**config.mk**
```make
export PLATFORM = sky130hd
export DESIGN_NAME = vdic_input_config
export DESIGN_NICKNAME = d
export VERILOG_FILES = /design/src/vdic_pkg.sv /design/src/vdic_serial_slave.sv /design/src/vdic_input_config.sv
export VERILOG_INCLUDE_DIRS = /design/src
export SDC_FILE = /design/constraint.sdc
export NUM_CORES = 1
export LEC_CHECK = 0
export BUFFER_PORTS_ARGS = -buffer_cell sky130_fd_sc_hd__buf_4
export CELL_PAD_IN_SITES_DETAIL_PLACEMENT = 1
export CELL_PAD_IN_SITES_GLOBAL_PLACEMENT = 2
export CORE_ASPECT_RATIO = 1.75
export CORE_UTILIZATION = 42
export DETAILED_ROUTE_END_ITERATION = 10
export HOLD_SLACK_MARGIN = 0.15
export MAX_ROUTING_LAYER = met4
export PLACE_DENSITY = 0.84
export SYNTH_ARGS = -nofsm -noshare
export SYNTH_HDL_FRONTEND = slang
export SYNTH_SLANG_ARGS = --single-unit
```
**constraint.sdc**
```tcl
create_clock -name ref_clk_in -period 2.6 [get_ports ref_clk_in]
set_input_delay 0.78 -clock ref_clk_in [delete_from_list [all_inputs] [get_ports ref_clk_in]]
set_output_delay 0.78 -clock ref_clk_in [all_outputs]
set_load 0.05 [all_outputs]
```
**src/vdic_regs.svh**
```systemverilog
// Register offsets, field positions, reset values and codes of the
// input configuration bank.
// Assumes it is included by bare name from files that need it.
`ifndef VDIC_REGS_SVH
`define VDIC_REGS_SVH

// ==========================================================================
// Subaddresses
`define VDIC_OFS_FMT_STD        8'h00
`define VDIC_OFS_VPROC          8'h01

// ==========================================================================
// Reset values
`define VDIC_RST_FMT_STD        8'h00
`define VDIC_RST_VPROC          8'hc8

// ==========================================================================
// Field positions
`define VDIC_FMT_MSB            3
`define VDIC_FMT_LSB            0
`define VDIC_STD_MSB            7
`define VDIC_STD_LSB            4
`define VDIC_VSYNC_EN_BIT       3
`define VDIC_PRO_COMP_BIT       5
`define VDIC_HSYNC_EN_BIT       6
`define VDIC_AUTO_PAL_N_BIT     1
`define VDIC_AUTO_PED_BIT       0

// ==========================================================================
// Field codes
`define VDIC_CODE_COMPOSITE     4'h0
`define VDIC_CODE_LUMA_CHROMA   4'h6
`define VDIC_CODE_COMPONENT     4'h9
`define VDIC_STD_FORCED_MIN     4'h4
`define VDIC_STD_ENUM_OFFSET    4'h3

// ==========================================================================
// Serial bus framing
`define VDIC_ACK_SLOT           4'h8
`define VDIC_ACK_END            4'h9
`define VDIC_BYTE_MSB           7
`define VDIC_IDLE_BYTE          8'h00
`define VDIC_SUB_STEP           8'h01

`endif

```
**src/vdic_pkg.sv**
```systemverilog
// Types shared by the input configuration bank and its serial port.
// Assumes nothing of its surroundings.
`default_nettype none

package vdic_pkg;
    // Decoded analog input format
    typedef enum logic [1:0] {
        VDIC_FMT_COMPOSITE,
        VDIC_FMT_LUMA_CHROMA,
        VDIC_FMT_COMPONENT,
        VDIC_FMT_UNDEFINED
    } vdic_fmt_e;

    // Colour standard; forced codes follow the auto entry in code order
    typedef enum logic [3:0] {
        VDIC_STD_AUTO,
        VDIC_STD_NTSC_J,
        VDIC_STD_NTSC_M,
        VDIC_STD_PAL_60,
        VDIC_STD_NTSC_443,
        VDIC_STD_PAL_BGHID,
        VDIC_STD_PAL_N,
        VDIC_STD_PAL_M_NOPED,
        VDIC_STD_PAL_M,
        VDIC_STD_PAL_CN,
        VDIC_STD_PAL_CN_PED,
        VDIC_STD_SECAM,
        VDIC_STD_SECAM_PED
    } vdic_std_e;

    // Serial slave phases
    typedef enum logic [2:0] {
        VDIC_SL_IDLE,
        VDIC_SL_ADDR,
        VDIC_SL_SUB,
        VDIC_SL_WRITE,
        VDIC_SL_READ
    } vdic_sl_e;
endpackage : vdic_pkg

`default_nettype wire

```
**src/vdic_serial_slave.sv**
```systemverilog
// Two-wire serial slave: device address, subaddress, auto-increment
// writes and reads.
// Assumes scl/sda are already synchronous to ref_clk_in and slow
// against it; sda is open drain, resolved outside.
`timescale 1ns/1ps
`default_nettype none
`include "vdic_regs.svh"

module vdic_serial_slave #(
    parameter logic [6:0] DEV_ADDR = 7'h20   // Arbitrary bus address
) (
    // Clock and reset
    input  wire logic       ref_clk_in,
    input  wire logic       arst_n_in,
    // Serial pins
    input  wire logic       scl_in,
    input  wire logic       sda_in,
    output logic            sda_out,
    output logic            sda_oe_out,
    // Register side
    output logic            wr_stb_out,
    output logic [7:0]      sub_addr_out,
    output logic [7:0]      wr_data_out,
    input  wire logic [7:0] rd_data_in
);
    import vdic_pkg::*;

    // ======================================================================
    // State
    vdic_sl_e    st_r,   st_nxt;     // Transfer phase
    logic [3:0]  cnt_r,  cnt_nxt;    // Bit slot, 8 = ack slot
    logic [7:0]  sh_r,   sh_nxt;     // Receive shifter
    logic [7:0]  tx_r,   tx_nxt;     // Transmit shifter
    logic [7:0]  sub_r,  sub_nxt;    // Subaddress pointer
    logic        oe_r,   oe_nxt;     // Pulling sda low
    logic        stb_r,  stb_nxt;    // Write strobe
    logic [7:0]  wd_r,   wd_nxt;     // Written byte
    logic [7:0]  wa_r,   wa_nxt;     // Address of written byte
    logic        scl_q_r;            // Previous scl
    logic        sda_q_r;            // Previous sda
    logic        rise, fall, start, stop;

    // ======================================================================
    // Line events
    assign rise  = scl_in & ~scl_q_r;
    assign fall  = ~scl_in & scl_q_r;
    assign start = scl_in & scl_q_r & sda_q_r & ~sda_in;
    assign stop  = scl_in & scl_q_r & ~sda_q_r & sda_in;

    // Next-state computation
    always_comb begin
        st_nxt  = st_r;
        cnt_nxt = cnt_r;
        sh_nxt  = sh_r;
        tx_nxt  = tx_r;
        sub_nxt = sub_r;
        oe_nxt  = oe_r;
        stb_nxt = 1'b0;
        wd_nxt  = wd_r;
        wa_nxt  = wa_r;
        if (start) begin
            // Start or repeated start restarts address phase
            st_nxt  = VDIC_SL_ADDR;
            cnt_nxt = 4'h0;
            oe_nxt  = 1'b0;
        end else if (stop) begin
            st_nxt  = VDIC_SL_IDLE;
            oe_nxt  = 1'b0;
        end else if (st_r != VDIC_SL_IDLE && rise) begin
            if (cnt_r < `VDIC_ACK_SLOT) begin
                sh_nxt = {sh_r[6:0], sda_in};
            end else if (st_r == VDIC_SL_READ && !oe_r) begin
                // Only the master's ack slot counts: during our own ack of
                // the address byte we pull sda low, which looks like an ack.
                // Master nack ends the read burst
                if (sda_in) begin
                    st_nxt = VDIC_SL_IDLE;
                end else begin
                    sub_nxt = sub_r + `VDIC_SUB_STEP;
                end
            end
            cnt_nxt = cnt_r + 4'h1;
        end else if (st_r != VDIC_SL_IDLE && fall) begin
            if (cnt_r == `VDIC_ACK_SLOT) begin
                oe_nxt = 1'b1;
                case (st_r)
                    VDIC_SL_ADDR: begin
                        if (sh_r[7:1] == DEV_ADDR) begin
                            st_nxt = sh_r[0] ? VDIC_SL_READ : VDIC_SL_SUB;
                        end else begin
                            st_nxt = VDIC_SL_IDLE;
                            oe_nxt = 1'b0;
                        end
                    end
                    VDIC_SL_SUB: begin
                        sub_nxt = sh_r;
                        st_nxt  = VDIC_SL_WRITE;
                    end
                    VDIC_SL_WRITE: begin
                        stb_nxt = 1'b1;
                        wd_nxt  = sh_r;
                        wa_nxt  = sub_r;
                        sub_nxt = sub_r + `VDIC_SUB_STEP;
                    end
                    VDIC_SL_READ: begin
                        // Master owns the ack slot of a read byte
                        oe_nxt = 1'b0;
                    end
                    default: begin
                        st_nxt = VDIC_SL_IDLE;
                        oe_nxt = 1'b0;
                    end
                endcase
            end else if (cnt_r == `VDIC_ACK_END) begin
                cnt_nxt = 4'h0;
                oe_nxt  = 1'b0;
                if (st_r == VDIC_SL_READ) begin
                    tx_nxt = rd_data_in;
                    oe_nxt = ~rd_data_in[`VDIC_BYTE_MSB];
                end
            end else if (st_r == VDIC_SL_READ) begin
                tx_nxt = {tx_r[6:0], 1'b0};
                oe_nxt = ~tx_r[6];
            end
        end
    end

    // Registers
    always_ff @(posedge ref_clk_in or negedge arst_n_in) begin
        if (!arst_n_in) begin
            st_r    <= VDIC_SL_IDLE;
            cnt_r   <= 4'h0;
            sh_r    <= `VDIC_IDLE_BYTE;
            tx_r    <= `VDIC_IDLE_BYTE;
            sub_r   <= `VDIC_IDLE_BYTE;
            oe_r    <= 1'b0;
            stb_r   <= 1'b0;
            wd_r    <= `VDIC_IDLE_BYTE;
            wa_r    <= `VDIC_IDLE_BYTE;
            scl_q_r <= 1'b1;
            sda_q_r <= 1'b1;
        end else begin
            st_r    <= st_nxt;
            cnt_r   <= cnt_nxt;
            sh_r    <= sh_nxt;
            tx_r    <= tx_nxt;
            sub_r   <= sub_nxt;
            oe_r    <= oe_nxt;
            stb_r   <= stb_nxt;
            wd_r    <= wd_nxt;
            wa_r    <= wa_nxt;
            scl_q_r <= scl_in;
            sda_q_r <= sda_in;
        end
    end

    // ======================================================================
    // Outputs; read data follows the pointer, write address is latched
    assign sda_out      = 1'b0;
    assign sda_oe_out   = oe_r;
    assign wr_stb_out   = stb_r;
    assign wr_data_out  = wd_r;
    assign sub_addr_out = stb_r ? wa_r : sub_r;

endmodule : vdic_serial_slave

`default_nettype wire

```
**src/vdic_input_config.sv**
```systemverilog
// Input format and colour standard configuration bank of a video
// decoder, reached over the two-wire serial port.
// Assumes synchronous serial pins and an external open-drain resolver.
`timescale 1ns/1ps
`default_nettype none
`include "vdic_regs.svh"

// Overview of operation
// - Upper nibble picks autodetect or forced standard
// - Autodetect set: PAL variant, odd means pedestal
// - Forced codes map to one fixed standard
// - Bit 3 enables vertical sync processor
// - Bit 5 selects professional component input
// - Bit 6 enables horizontal sync processor
module vdic_input_config #(
    parameter logic [6:0] DEV_ADDR = 7'h20   // Arbitrary bus address
) (
    // Clock and reset
    input  wire logic                ref_clk_in,
    input  wire logic                arst_n_in,
    // Serial host port
    input  wire logic                scl_in,
    input  wire logic                sda_in,
    output logic                     sda_out,
    output logic                     sda_oe_out,
    // Input format to the analog front end
    output vdic_pkg::vdic_fmt_e      input_format_select_out,
    // Colour standard to the decoder core
    output logic                     std_autodetect_out,
    output logic                     auto_pal_n_out,
    output logic                     auto_ntsc_pedestal_out,
    output vdic_pkg::vdic_std_e      colour_standard_select_out,
    // Sync processing and input handling
    output logic                     vsync_processor_enable_out,
    output logic                     hsync_processor_enable_out,
    output logic                     pro_component_mode_out
);
    import vdic_pkg::*;

    // ======================================================================
    // Serial port
    logic        wr_stb;        // One-cycle write strobe
    logic [7:0]  sub_addr;      // Write address or read pointer
    logic [7:0]  wr_data;       // Written byte
    logic [7:0]  rd_data;       // Byte presented for reads

    vdic_serial_slave #(
        .DEV_ADDR (DEV_ADDR)
    ) u_slave (
        .ref_clk_in   (ref_clk_in),
        .arst_n_in    (arst_n_in),
        .scl_in       (scl_in),
        .sda_in       (sda_in),
        .sda_out      (sda_out),
        .sda_oe_out   (sda_oe_out),
        .wr_stb_out   (wr_stb),
        .sub_addr_out (sub_addr),
        .wr_data_out  (wr_data),
        .rd_data_in   (rd_data)
    );

    // ======================================================================
    // Register bank
    logic [7:0]  fmt_std_r,  fmt_std_nxt;   // input_format_and_standard
    logic [7:0]  vproc_r,    vproc_nxt;     // video_processing_select
    logic [3:0]  std_code;                  // Standard field of next value
    logic [3:0]  fmt_code;                  // Format field of next value

    // Write decode; reserved bits store what software writes, so they
    // read back as programmed
    always_comb begin
        fmt_std_nxt = fmt_std_r;
        vproc_nxt   = vproc_r;
        if (wr_stb && sub_addr == `VDIC_OFS_FMT_STD) begin
            fmt_std_nxt = wr_data;
        end
        if (wr_stb && sub_addr == `VDIC_OFS_VPROC) begin
            vproc_nxt = wr_data;
        end
    end

    // Read mux; unmapped subaddresses read as zero
    always_comb begin
        if (sub_addr == `VDIC_OFS_FMT_STD) begin
            rd_data = fmt_std_r;
        end else if (sub_addr == `VDIC_OFS_VPROC) begin
            rd_data = vproc_r;
        end else begin
            rd_data = `VDIC_IDLE_BYTE;
        end
    end

    // ======================================================================
    // Decode of the next register values, so outputs follow a write
    // one cycle after the strobe
    vdic_fmt_e   fmt_nxt;
    vdic_std_e   std_nxt;
    logic        auto_nxt;
    logic        paln_nxt;
    logic        ped_nxt;

    assign std_code = fmt_std_nxt[`VDIC_STD_MSB:`VDIC_STD_LSB];
    assign fmt_code = fmt_std_nxt[`VDIC_FMT_MSB:`VDIC_FMT_LSB];

    always_comb begin
        // Only three format codes are meaningful; others are flagged
        if (fmt_code == `VDIC_CODE_COMPOSITE) begin
            fmt_nxt = VDIC_FMT_COMPOSITE;
        end else if (fmt_code == `VDIC_CODE_LUMA_CHROMA) begin
            fmt_nxt = VDIC_FMT_LUMA_CHROMA;
        end else if (fmt_code == `VDIC_CODE_COMPONENT) begin
            fmt_nxt = VDIC_FMT_COMPONENT;
        end else begin
            fmt_nxt = VDIC_FMT_UNDEFINED;
        end
        // Low codes run the detector, the rest force a standard
        auto_nxt = std_code < `VDIC_STD_FORCED_MIN;
        // Autodetect set choice, held low when forced
        paln_nxt = auto_nxt & std_code[`VDIC_AUTO_PAL_N_BIT];
        ped_nxt  = auto_nxt & std_code[`VDIC_AUTO_PED_BIT];
        // Forced codes are contiguous, so the enum is an offset
        if (auto_nxt) begin
            std_nxt = VDIC_STD_AUTO;
        end else begin
            std_nxt = vdic_std_e'(std_code - `VDIC_STD_ENUM_OFFSET);
        end
    end

    // ======================================================================
    // Register update
    always_ff @(posedge ref_clk_in or negedge arst_n_in) begin
        if (!arst_n_in) begin
            fmt_std_r                  <= `VDIC_RST_FMT_STD;
            vproc_r                    <= `VDIC_RST_VPROC;
            input_format_select_out    <= VDIC_FMT_COMPOSITE;
            std_autodetect_out         <= 1'b1;
            auto_pal_n_out             <= 1'b0;
            auto_ntsc_pedestal_out     <= 1'b0;
            colour_standard_select_out <= VDIC_STD_AUTO;
            vsync_processor_enable_out <= 1'b1;
            hsync_processor_enable_out <= 1'b1;
            pro_component_mode_out     <= 1'b0;
        end else begin
            fmt_std_r                  <= fmt_std_nxt;
            vproc_r                    <= vproc_nxt;
            input_format_select_out    <= fmt_nxt;
            std_autodetect_out         <= auto_nxt;
            auto_pal_n_out             <= paln_nxt;
            auto_ntsc_pedestal_out     <= ped_nxt;
            colour_standard_select_out <= std_nxt;
            vsync_processor_enable_out <= vproc_nxt[`VDIC_VSYNC_EN_BIT];
            hsync_processor_enable_out <= vproc_nxt[`VDIC_HSYNC_EN_BIT];
            pro_component_mode_out     <= vproc_nxt[`VDIC_PRO_COMP_BIT];
        end
    end

    // ======================================================================
    // Checks
    logic wr0, wr1;
    assign wr0 = wr_stb && sub_addr == `VDIC_OFS_FMT_STD;
    assign wr1 = wr_stb && sub_addr == `VDIC_OFS_VPROC;

    property p_auto_sel;
        @(posedge ref_clk_in) disable iff (!arst_n_in)
        wr0 |=> std_autodetect_out == ($past(wr_data[7:6]) == 2'h0);
    endproperty
    a_auto_sel: assert property (p_auto_sel)
        else $error("autodetect flag does not follow written code");

    property p_auto_set;
        @(posedge ref_clk_in) disable iff (!arst_n_in)
        std_autodetect_out |-> colour_standard_select_out == VDIC_STD_AUTO
            && auto_pal_n_out == fmt_std_r[5] && auto_ntsc_pedestal_out == fmt_std_r[4];
    endproperty
    a_auto_set: assert property (p_auto_set)
        else $error("autodetect set does not match standard code");

    // A forced standard leaves the autodetect set flags idle
    property p_forced_flags;
        @(posedge ref_clk_in) disable iff (!arst_n_in)
        !std_autodetect_out |-> !auto_pal_n_out && !auto_ntsc_pedestal_out
            && colour_standard_select_out != VDIC_STD_AUTO;
    endproperty
    a_forced_flags: assert property (p_forced_flags)
        else $error("forced standard left autodetect flags set");

    // Registers only move on a strobe to their own subaddress
    property p_reg_hold;
        @(posedge ref_clk_in) disable iff (!arst_n_in)
        !wr0 && !wr1 |=> $stable(fmt_std_r) && $stable(vproc_r);
    endproperty
    a_reg_hold: assert property (p_reg_hold)
        else $error("register changed without a write");

    property p_forced;
        @(posedge ref_clk_in) disable iff (!arst_n_in)
        wr0 && wr_data[7:4] == 4'hb |=> colour_standard_select_out == VDIC_STD_PAL_M
            ##1 colour_standard_select_out == VDIC_STD_PAL_M || $past(wr_stb);
    endproperty
    a_forced: assert property (p_forced)
        else $error("forced code did not select the matching standard");

    property p_vsync;
        @(posedge ref_clk_in) disable iff (!arst_n_in)
        wr1 |=> vsync_processor_enable_out == $past(wr_data[3]);
    endproperty
    a_vsync: assert property (p_vsync)
        else $error("vertical sync enable does not follow bit 3");

    property p_procomp;
        @(posedge ref_clk_in) disable iff (!arst_n_in)
        !wr1 |=> $stable(pro_component_mode_out) && pro_component_mode_out == vproc_r[5];
    endproperty
    a_procomp: assert property (p_procomp)
        else $error("component mode changed without a write");

    property p_hsync;
        @(posedge ref_clk_in) disable iff (!arst_n_in)
        wr1 ##1 !wr1 |=> hsync_processor_enable_out == $past(wr_data[6], 2);
    endproperty
    a_hsync: assert property (p_hsync)
        else $error("horizontal sync enable does not follow bit 6");

endmodule : vdic_input_config

`default_nettype wire

```
==> impl_metrics.tcl, run 1 <==
set metrics [dict create \
    synth_xor_area_frac 0.0140 \
    criticalPathCategory "register to register" \
    hp-class "input pin to asynchronous set/reset pin" \
    critPathLaunch "u_slave.wr_stb_out$_DFF_PN0_" \
    grt_overflow 0 \
    tightest_slew_ns 0.617 \
    timing.final.max_slew_violations 0 \
    maxCapViolations 0 \
    cp-endpoint "u_slave.sda_oe_out$_DFFE_PN0P_" \
    grt_use_total 0.217 \
    grt_pass1_wl_mm 14.4 \
    cts_hold_buf 0 \
    r2r_end "u_slave.sda_oe_out$_DFFE_PN0P_" \
    ant_nets 0 \
    core_region_area_mm2 0.00867 \
    drive_gt1_frac 0.287 \
    avgViaCountPerCell 5.60 \
    fin_skew_ns 0.00821 \
    wl_mm 8.85 \
    p_leak_uw 0.00205 \
    num_antenna_cells 0 \
    dpl_cell_area_mm2 0.00402 \
    synth-main-ff-cell "dfrtp_1" \
    dpl.hpwl_mm 6.24 \
    rows 45 \
    yosysTopAreaCellShare 0.461 \
    post_cts_resized 0 \
    r2r_slack_ns 0.42 \
    yosys-top-cells-area "dfrtp_1 (46%), mux2_2 (13%), mux2i_1 (4.5%), dfstp_2 (4.2%), a21oi_1 (2.8%)" \
    synth_mux_area_frac 0.178 \
    finalSetupViolations 0 \
    path_max_fanout 8 \
    synth_common_cells "dfrtp_1 (69), mux2_2 (42), nand2_1 (22)" \
    die_area_mm2 0.00931 \
    die_h_um 127 \
    finalCritPeriodShare 0.840 \
    hold_slack_ns 0.378 \
    yosysMostFrequentCell "dfrtp_1" \
    use_met1 0.224 \
    num_vias 2651 \
    powerDensity_mw_per_mm2 640 \
    crit_arrival_ns 2.40 \
    outcome "finished, final reports clean" \
    yosysWarnings 0 \
    yosysSeqAreaShare 0.503 \
    ys_async_sr_fraction 1.00 \
    synth_simple_gate_area_frac 0.150 \
    h-tree-depth 3 \
    die_w_um 73.4 \
    clock_path_buffers 2 \
    synthAdderAreaFrac 0.0167 \
    vdd_ir_drop_max_v 0.000336 \
    wl_per_cell_um 18.7 \
    pin_count 18 \
    fin_cells 473 \
    yosys_register_bits 75 \
    fin_crit_ns 2.18 \
    grt_pass1_vias 2790 \
    grt_antenna_before_repair 0 \
    synth_nets 337 \
    final_net_count 360 \
    fmax_mhz 458 \
    synth_top_family_by_area "multiplexers" \
    cts_tree "yes" \
    dp.cells 457 \
    clk_latency_ns 0.34 \
    worstPathRequired_ns 2.82 \
    clk_pin_slew_ns 0.06 \
    io_buffers 16 \
    fin_area_mm2 0.00434 \
    cts_setup_buffers 0 \
    start_kind "register" \
    syn_avg_cell_area_um2 11.4 \
    syn_to_final_growth_pct 16.0 \
    grt.met2_usage 0.377 \
    cts-root-buf "clkbuf_16" \
    yosysTopAreaCell "dfrtp_1" \
    synth_cells 328 \
    fin_tns_setup_ns 0 \
    slew_headroom 0.588 \
    drc 0 \
    synth-edff-count 0 \
    num-fill-cells 955 \
    drtIter0Drc 109 \
    reg2regPathDepth 5 \
    numCtsBuffers 9 \
    grt_max_degree 32 \
    start_util 0.432 \
    rsz0062_at_grt "no" \
    place_congestion 0.839 \
    r2r_start "u_slave.wr_stb_out$_DFF_PN0_" \
    met3_usage 0.0357 \
    grt-busiest-layer "met2" \
    hold_viol 0 \
    syn_area_mm2 0.00374 \
    cts_sinks 75 \
    synth_compound_area_frac 0.107 \
    end_kind "register" \
    ys_types 53 \
    dr.pass1.iters 4 \
]
## critical path, cell delays in order, from the launching register on
cell     delay (ns)
dfrtp_1        0.49
nor4_2         0.28
a21oi_1        0.11
or3_1          0.56
or3_1          0.40
a31o_1         0.22
## cell families after synthesis
| logic type | Yosys count |
|---|---|
| other | 1 |
| xor gates and xnor gates | 6 |
| adders and majority gates | 5 |
| buffers and inverters | 22 |
| muxes | 60 |
| DFF | 75 |
| and+or+nand+nor | 97 |
| AOI/OAI and AO/OA | 62 |
## flip-flops by register name, indices dropped and copies added, names as in the netlist, 2 cells and up
| name | cells |
|---|---|
| input_format_select_out | 2 |
| u_slave.cnt_r | 4 |
| u_slave.wa_r | 8 |
| vproc_r | 8 |
| u_slave.sh_r | 8 |
| u_slave.wr_data_out | 8 |
| colour_standard_select_out | 4 |
| fmt_std_r | 8 |
| u_slave.tx_r | 7 |
| u_slave.st_r | 3 |
| u_slave.sub_r | 8 |
## report_power, final
part	switching, uW	total, uW	internal (uW)
Clock	486	1380	891
Combinational	93.6	155	61.9
Sequential	52.3	1250	1200
## cells in the final DEF, fill, tap and decap left out, types with 3 or more instances in the layout
| master | n |
|---|---|
| nand4_1 | 4 |
| dfrtp_1 | 69 |
| o21ai_0 | 14 |
| nand2b_1 | 6 |
| ha_1 | 5 |
| nand2_1 | 22 |
| a2bb2oi_1 | 11 |
| xor2_1 | 5 |
| inv_1 | 8 |
| buf_4 | 25 |
| nor3_2 | 4 |
| dfstp_2 | 6 |
| mux2_2 | 42 |
| nand3_1 | 11 |
| a21oi_1 | 21 |
| nand3b_1 | 4 |
| nor4_1 | 5 |
| clkbuf_16 | 9 |
| nor2_1 | 21 |
| nor3_1 | 3 |
| mux2i_1 | 17 |
## worst min path at each step
stage	start	slack [ns]	depth (start not counted)	end
floorplan	arst_n_in	0.48	0	auto_ntsc_pedestal_out$_DFF_PN0_
global placement	vproc_r[4]$_DFFE_PN0P_	0.49	1	vproc_r[4]$_DFFE_PN0P_
detailed placement	vproc_r[4]$_DFFE_PN0P_	0.50	1	vproc_r[4]$_DFFE_PN0P_
CTS	arst_n_in	0.38	1	u_slave.tx_r[3]$_DFFE_PN0P_
global route	arst_n_in	0.40	1	u_slave.tx_r[4]$_DFFE_PN0P_
finish	arst_n_in	0.38	1	u_slave.tx_r[4]$_DFFE_PN0P_
## metal layers
metal,vias up,part of all wire
met5,-,0
li1,1235,-
met3,19,0.015
met2,34,0.57
met4,0,0.036
met1,1363,0.38
## layout make-up
| type | instances | area (um^2) | area share |
|---|---|---|---|
| Multi-Input combinational cell | 231 | 1750 | 0.402 |
| Inverter | 8 | 30.0 | 0.00691 |
| Clock buffer | 12 | 256 | 0.0590 |
| Tap cell | 117 | 146 | 0.0337 |
| Clock inverter | 4 | 72.6 | 0.0167 |
| Timing Repair Buffer | 26 | 208 | 0.0478 |
| Sequential cell | 75 | 1880 | 0.434 |
## per-stage QoR
stage          total power (uW)  utilization  worst slack, ns
6_report                   2780        0.501            0.416
5_1_grt                    2880        0.501            0.272
4_1_cts                    2810        0.501            0.405
3_5_place_dp               1430        0.463            0.266
3_3_place_gp               1420        0.463            0.311
2_1_floorplan              1350            -            0.442
Power figures use the tool's default switching activity.
==> run 2: changes to the inputs <==
- CORE_UTILIZATION: 42 -> 37
- PLACE_DENSITY: 0.84 -> 0.78
- clock period: 2.6 -> 1.95 ns (I/O delays scaled with it)
==> run 2 against run 1 <==
  * Clock skew shrank 0.0023 ns
  * Largest power group unchanged
  * Sequential share of layout area shrank 3.2 points
  * Critical path depth is the same
  * Power grew 38%
  * Highest routed layer unchanged
  * Clock power grew 39%
  * Hold slack lost 0.22 ns
==> impl_metrics.tcl, run 2 (synthesized netlist as in run 1, its figures left out) <==
set metrics [dict create \
    num_antenna_cells 0 \
    die_h_um 135 \
    crit_arrival_ns 2.16 \
    cpMaxStageDelayCell "dfrtp_1" \
    grt_max_degree 38 \
    grt_pass1_wl_mm 15.7 \
    maxCapViolations 0 \
    path_max_fanout 2 \
    worstPathRequired_ns 2.17 \
    core_region_area_mm2 0.00985 \
    fin_tns_setup_ns 0 \
    drc 0 \
    grt_pass1_vias 2990 \
    criticalPathCategory "register to register" \
    pin_count 18 \
    hp-class "input pin to asynchronous set/reset pin" \
    clk_latency_ns 0.34 \
    drive_gt1_frac 0.362 \
    avgViaCountPerCell 5.44 \
    fmax_mhz 516 \
    grt_overflow 0 \
    ant_nets 0 \
    clk_pin_slew_ns 0.06 \
    hold_slack_ns 0.162 \
    grt_use_total 0.204 \
    rows 48 \
    final_net_count 391 \
    wl_mm 9.59 \
    syn_to_final_growth_pct 25.4 \
    final_cell_mix "dfrtp_1 (69), buf_4 (53), mux2_2 (41), nand2_1 (22)" \
    wl_per_cell_um 18.7 \
    dr.pass1.iters 4 \
    end_kind "register" \
    final_common_cell "dfrtp_1" \
    p_leak_uw 0.00223 \
    fin_skew_ns 0.00591 \
    cts_tree "yes" \
    io_buffers 16 \
    crit_chain "nor4_4, mux2i_1, or3_4, or3_4, a31o_1" \
    post-route-util 0.477 \
    die_area_mm2 0.0105 \
    dpl.hpwl_mm 6.86 \
    fin_cells 512 \
    cts_hold_buf 0 \
    num_vias 2784 \
    powerDensity_mw_per_mm2 818 \
    start_util 0.380 \
    finalSetupViolations 0 \
    rsz0062_at_grt "yes" \
    drtIter0Drc 58 \
    crit_path_max_incr_delay_ns 0.41 \
    total_power_uw 3840 \
    timing.final.max_slew_violations 0 \
    fin_crit_ns 1.94 \
    cts-root-buf "clkbuf_16" \
    finalCritPeriodShare 0.994 \
    clock_path_buffers 2 \
    dp.cells 493 \
    die_w_um 78.1 \
    cts_sinks 75 \
    h-tree-depth 3 \
    start_kind "register" \
    grt_antenna_before_repair 0 \
    crit_top_cell "or3_4" \
    numCtsBuffers 9 \
    place_congestion 0.854 \
    hold_viol 0 \
    vdd_ir_drop_max_v 0.000477 \
    outcome "finished, final reports clean" \
]
## run 2: cell types whose count changed in the layout (fill, tap and decap cells not counted), sizes merged
| cell | change |
|---|---|
| bufinv | +1 |
| buf | +31 |
| clkinv | -1 |
## run 2: metal layers
| metal | vias to the layer above | part of all wire | GRT usage |
|---|---|---|---|
| li1 | 1300 | - | - |
| met2 | 32 | 0.57 | 0.374 |
| met3 | 18 | 0.024 | 0.0385 |
| met5 | - | 0 | - |
| met1 | 1434 | 0.38 | 0.209 |
| met4 | 0 | 0.026 | 0.0864 |
## run 2: what timing repair did
action,CTS,global route
gates cloned,0,0
setup endpoints to repair,1,13
setup buffers,2,2
resized for setup,3,6
pin swaps,4,3
endpoints found under the hold margin,0,0
## run 2: final timing paths
| check | start | to | slack (ns) | cells past startpoint |
|---|---|---|---|---|
| max in group asynchronous | arst_n_in | u_slave.sda_q_r$_DFF_PN1_ | 1.19 | 2 |
| setup reg to reg | u_slave.wa_r[4]$_DFFE_PN0P_ | u_slave.sda_oe_out$_DFFE_PN0P_ | 0.01 | 5 |
| setup / recovery | u_slave.wa_r[4]$_DFFE_PN0P_ | u_slave.sda_oe_out$_DFFE_PN0P_ | 0.01 | 5 |
| hold reg to reg | vproc_r[0]$_DFFE_PN0P_ | vproc_r[0]$_DFFE_PN0P_ | 0.51 | 1 |
| min in group ref_clk_in | sda_in | u_slave.sda_q_r$_DFF_PN1_ | 0.41 | 1 |
| hold / removal | arst_n_in | u_slave.tx_r[4]$_DFFE_PN0P_ | 0.16 | 1 |
## run 2: metrics by stage
| step | cell area, um^2 | setup WS [ns] |
|---|---|---|
| 2_1_floorplan | 3770 | -0.0893 |
| 3_3_place_gp | 4280 | 0.0300 |
| 3_5_place_dp | 4280 | -0.0474 |
| 4_1_cts | 4650 | 0.0180 |
| 5_1_grt | 4700 | -0.0787 |
| 6_report | 4700 | 0.0115 |
## run 2: final cells by class
type,instances,area (um^2)
Fill cell,1066,5150
Clock inverter,4,97.6
Clock buffer,12,246
Timing Repair Buffer,57,469
Sequential cell,75,1880
Inverter,8,30.0
Tap cell,125,156
Multi-Input combinational cell,231,1810
## run 2: worst max-delay path: cells and delay by family (launching register included)
kind,cells,cell delay (ns)
and+or+nand+nor,3,1.05
DFF,1,0.41
AOI/OAI and AO/OA,1,0.21
muxes,1,0.15
## run 2: power by group
group / switching [uW] / internal, uW / total, uW
registers: 51.4 / 1600 / 1650
clock network: 634 / 1290 / 1920
logic: 155 / 119 / 274
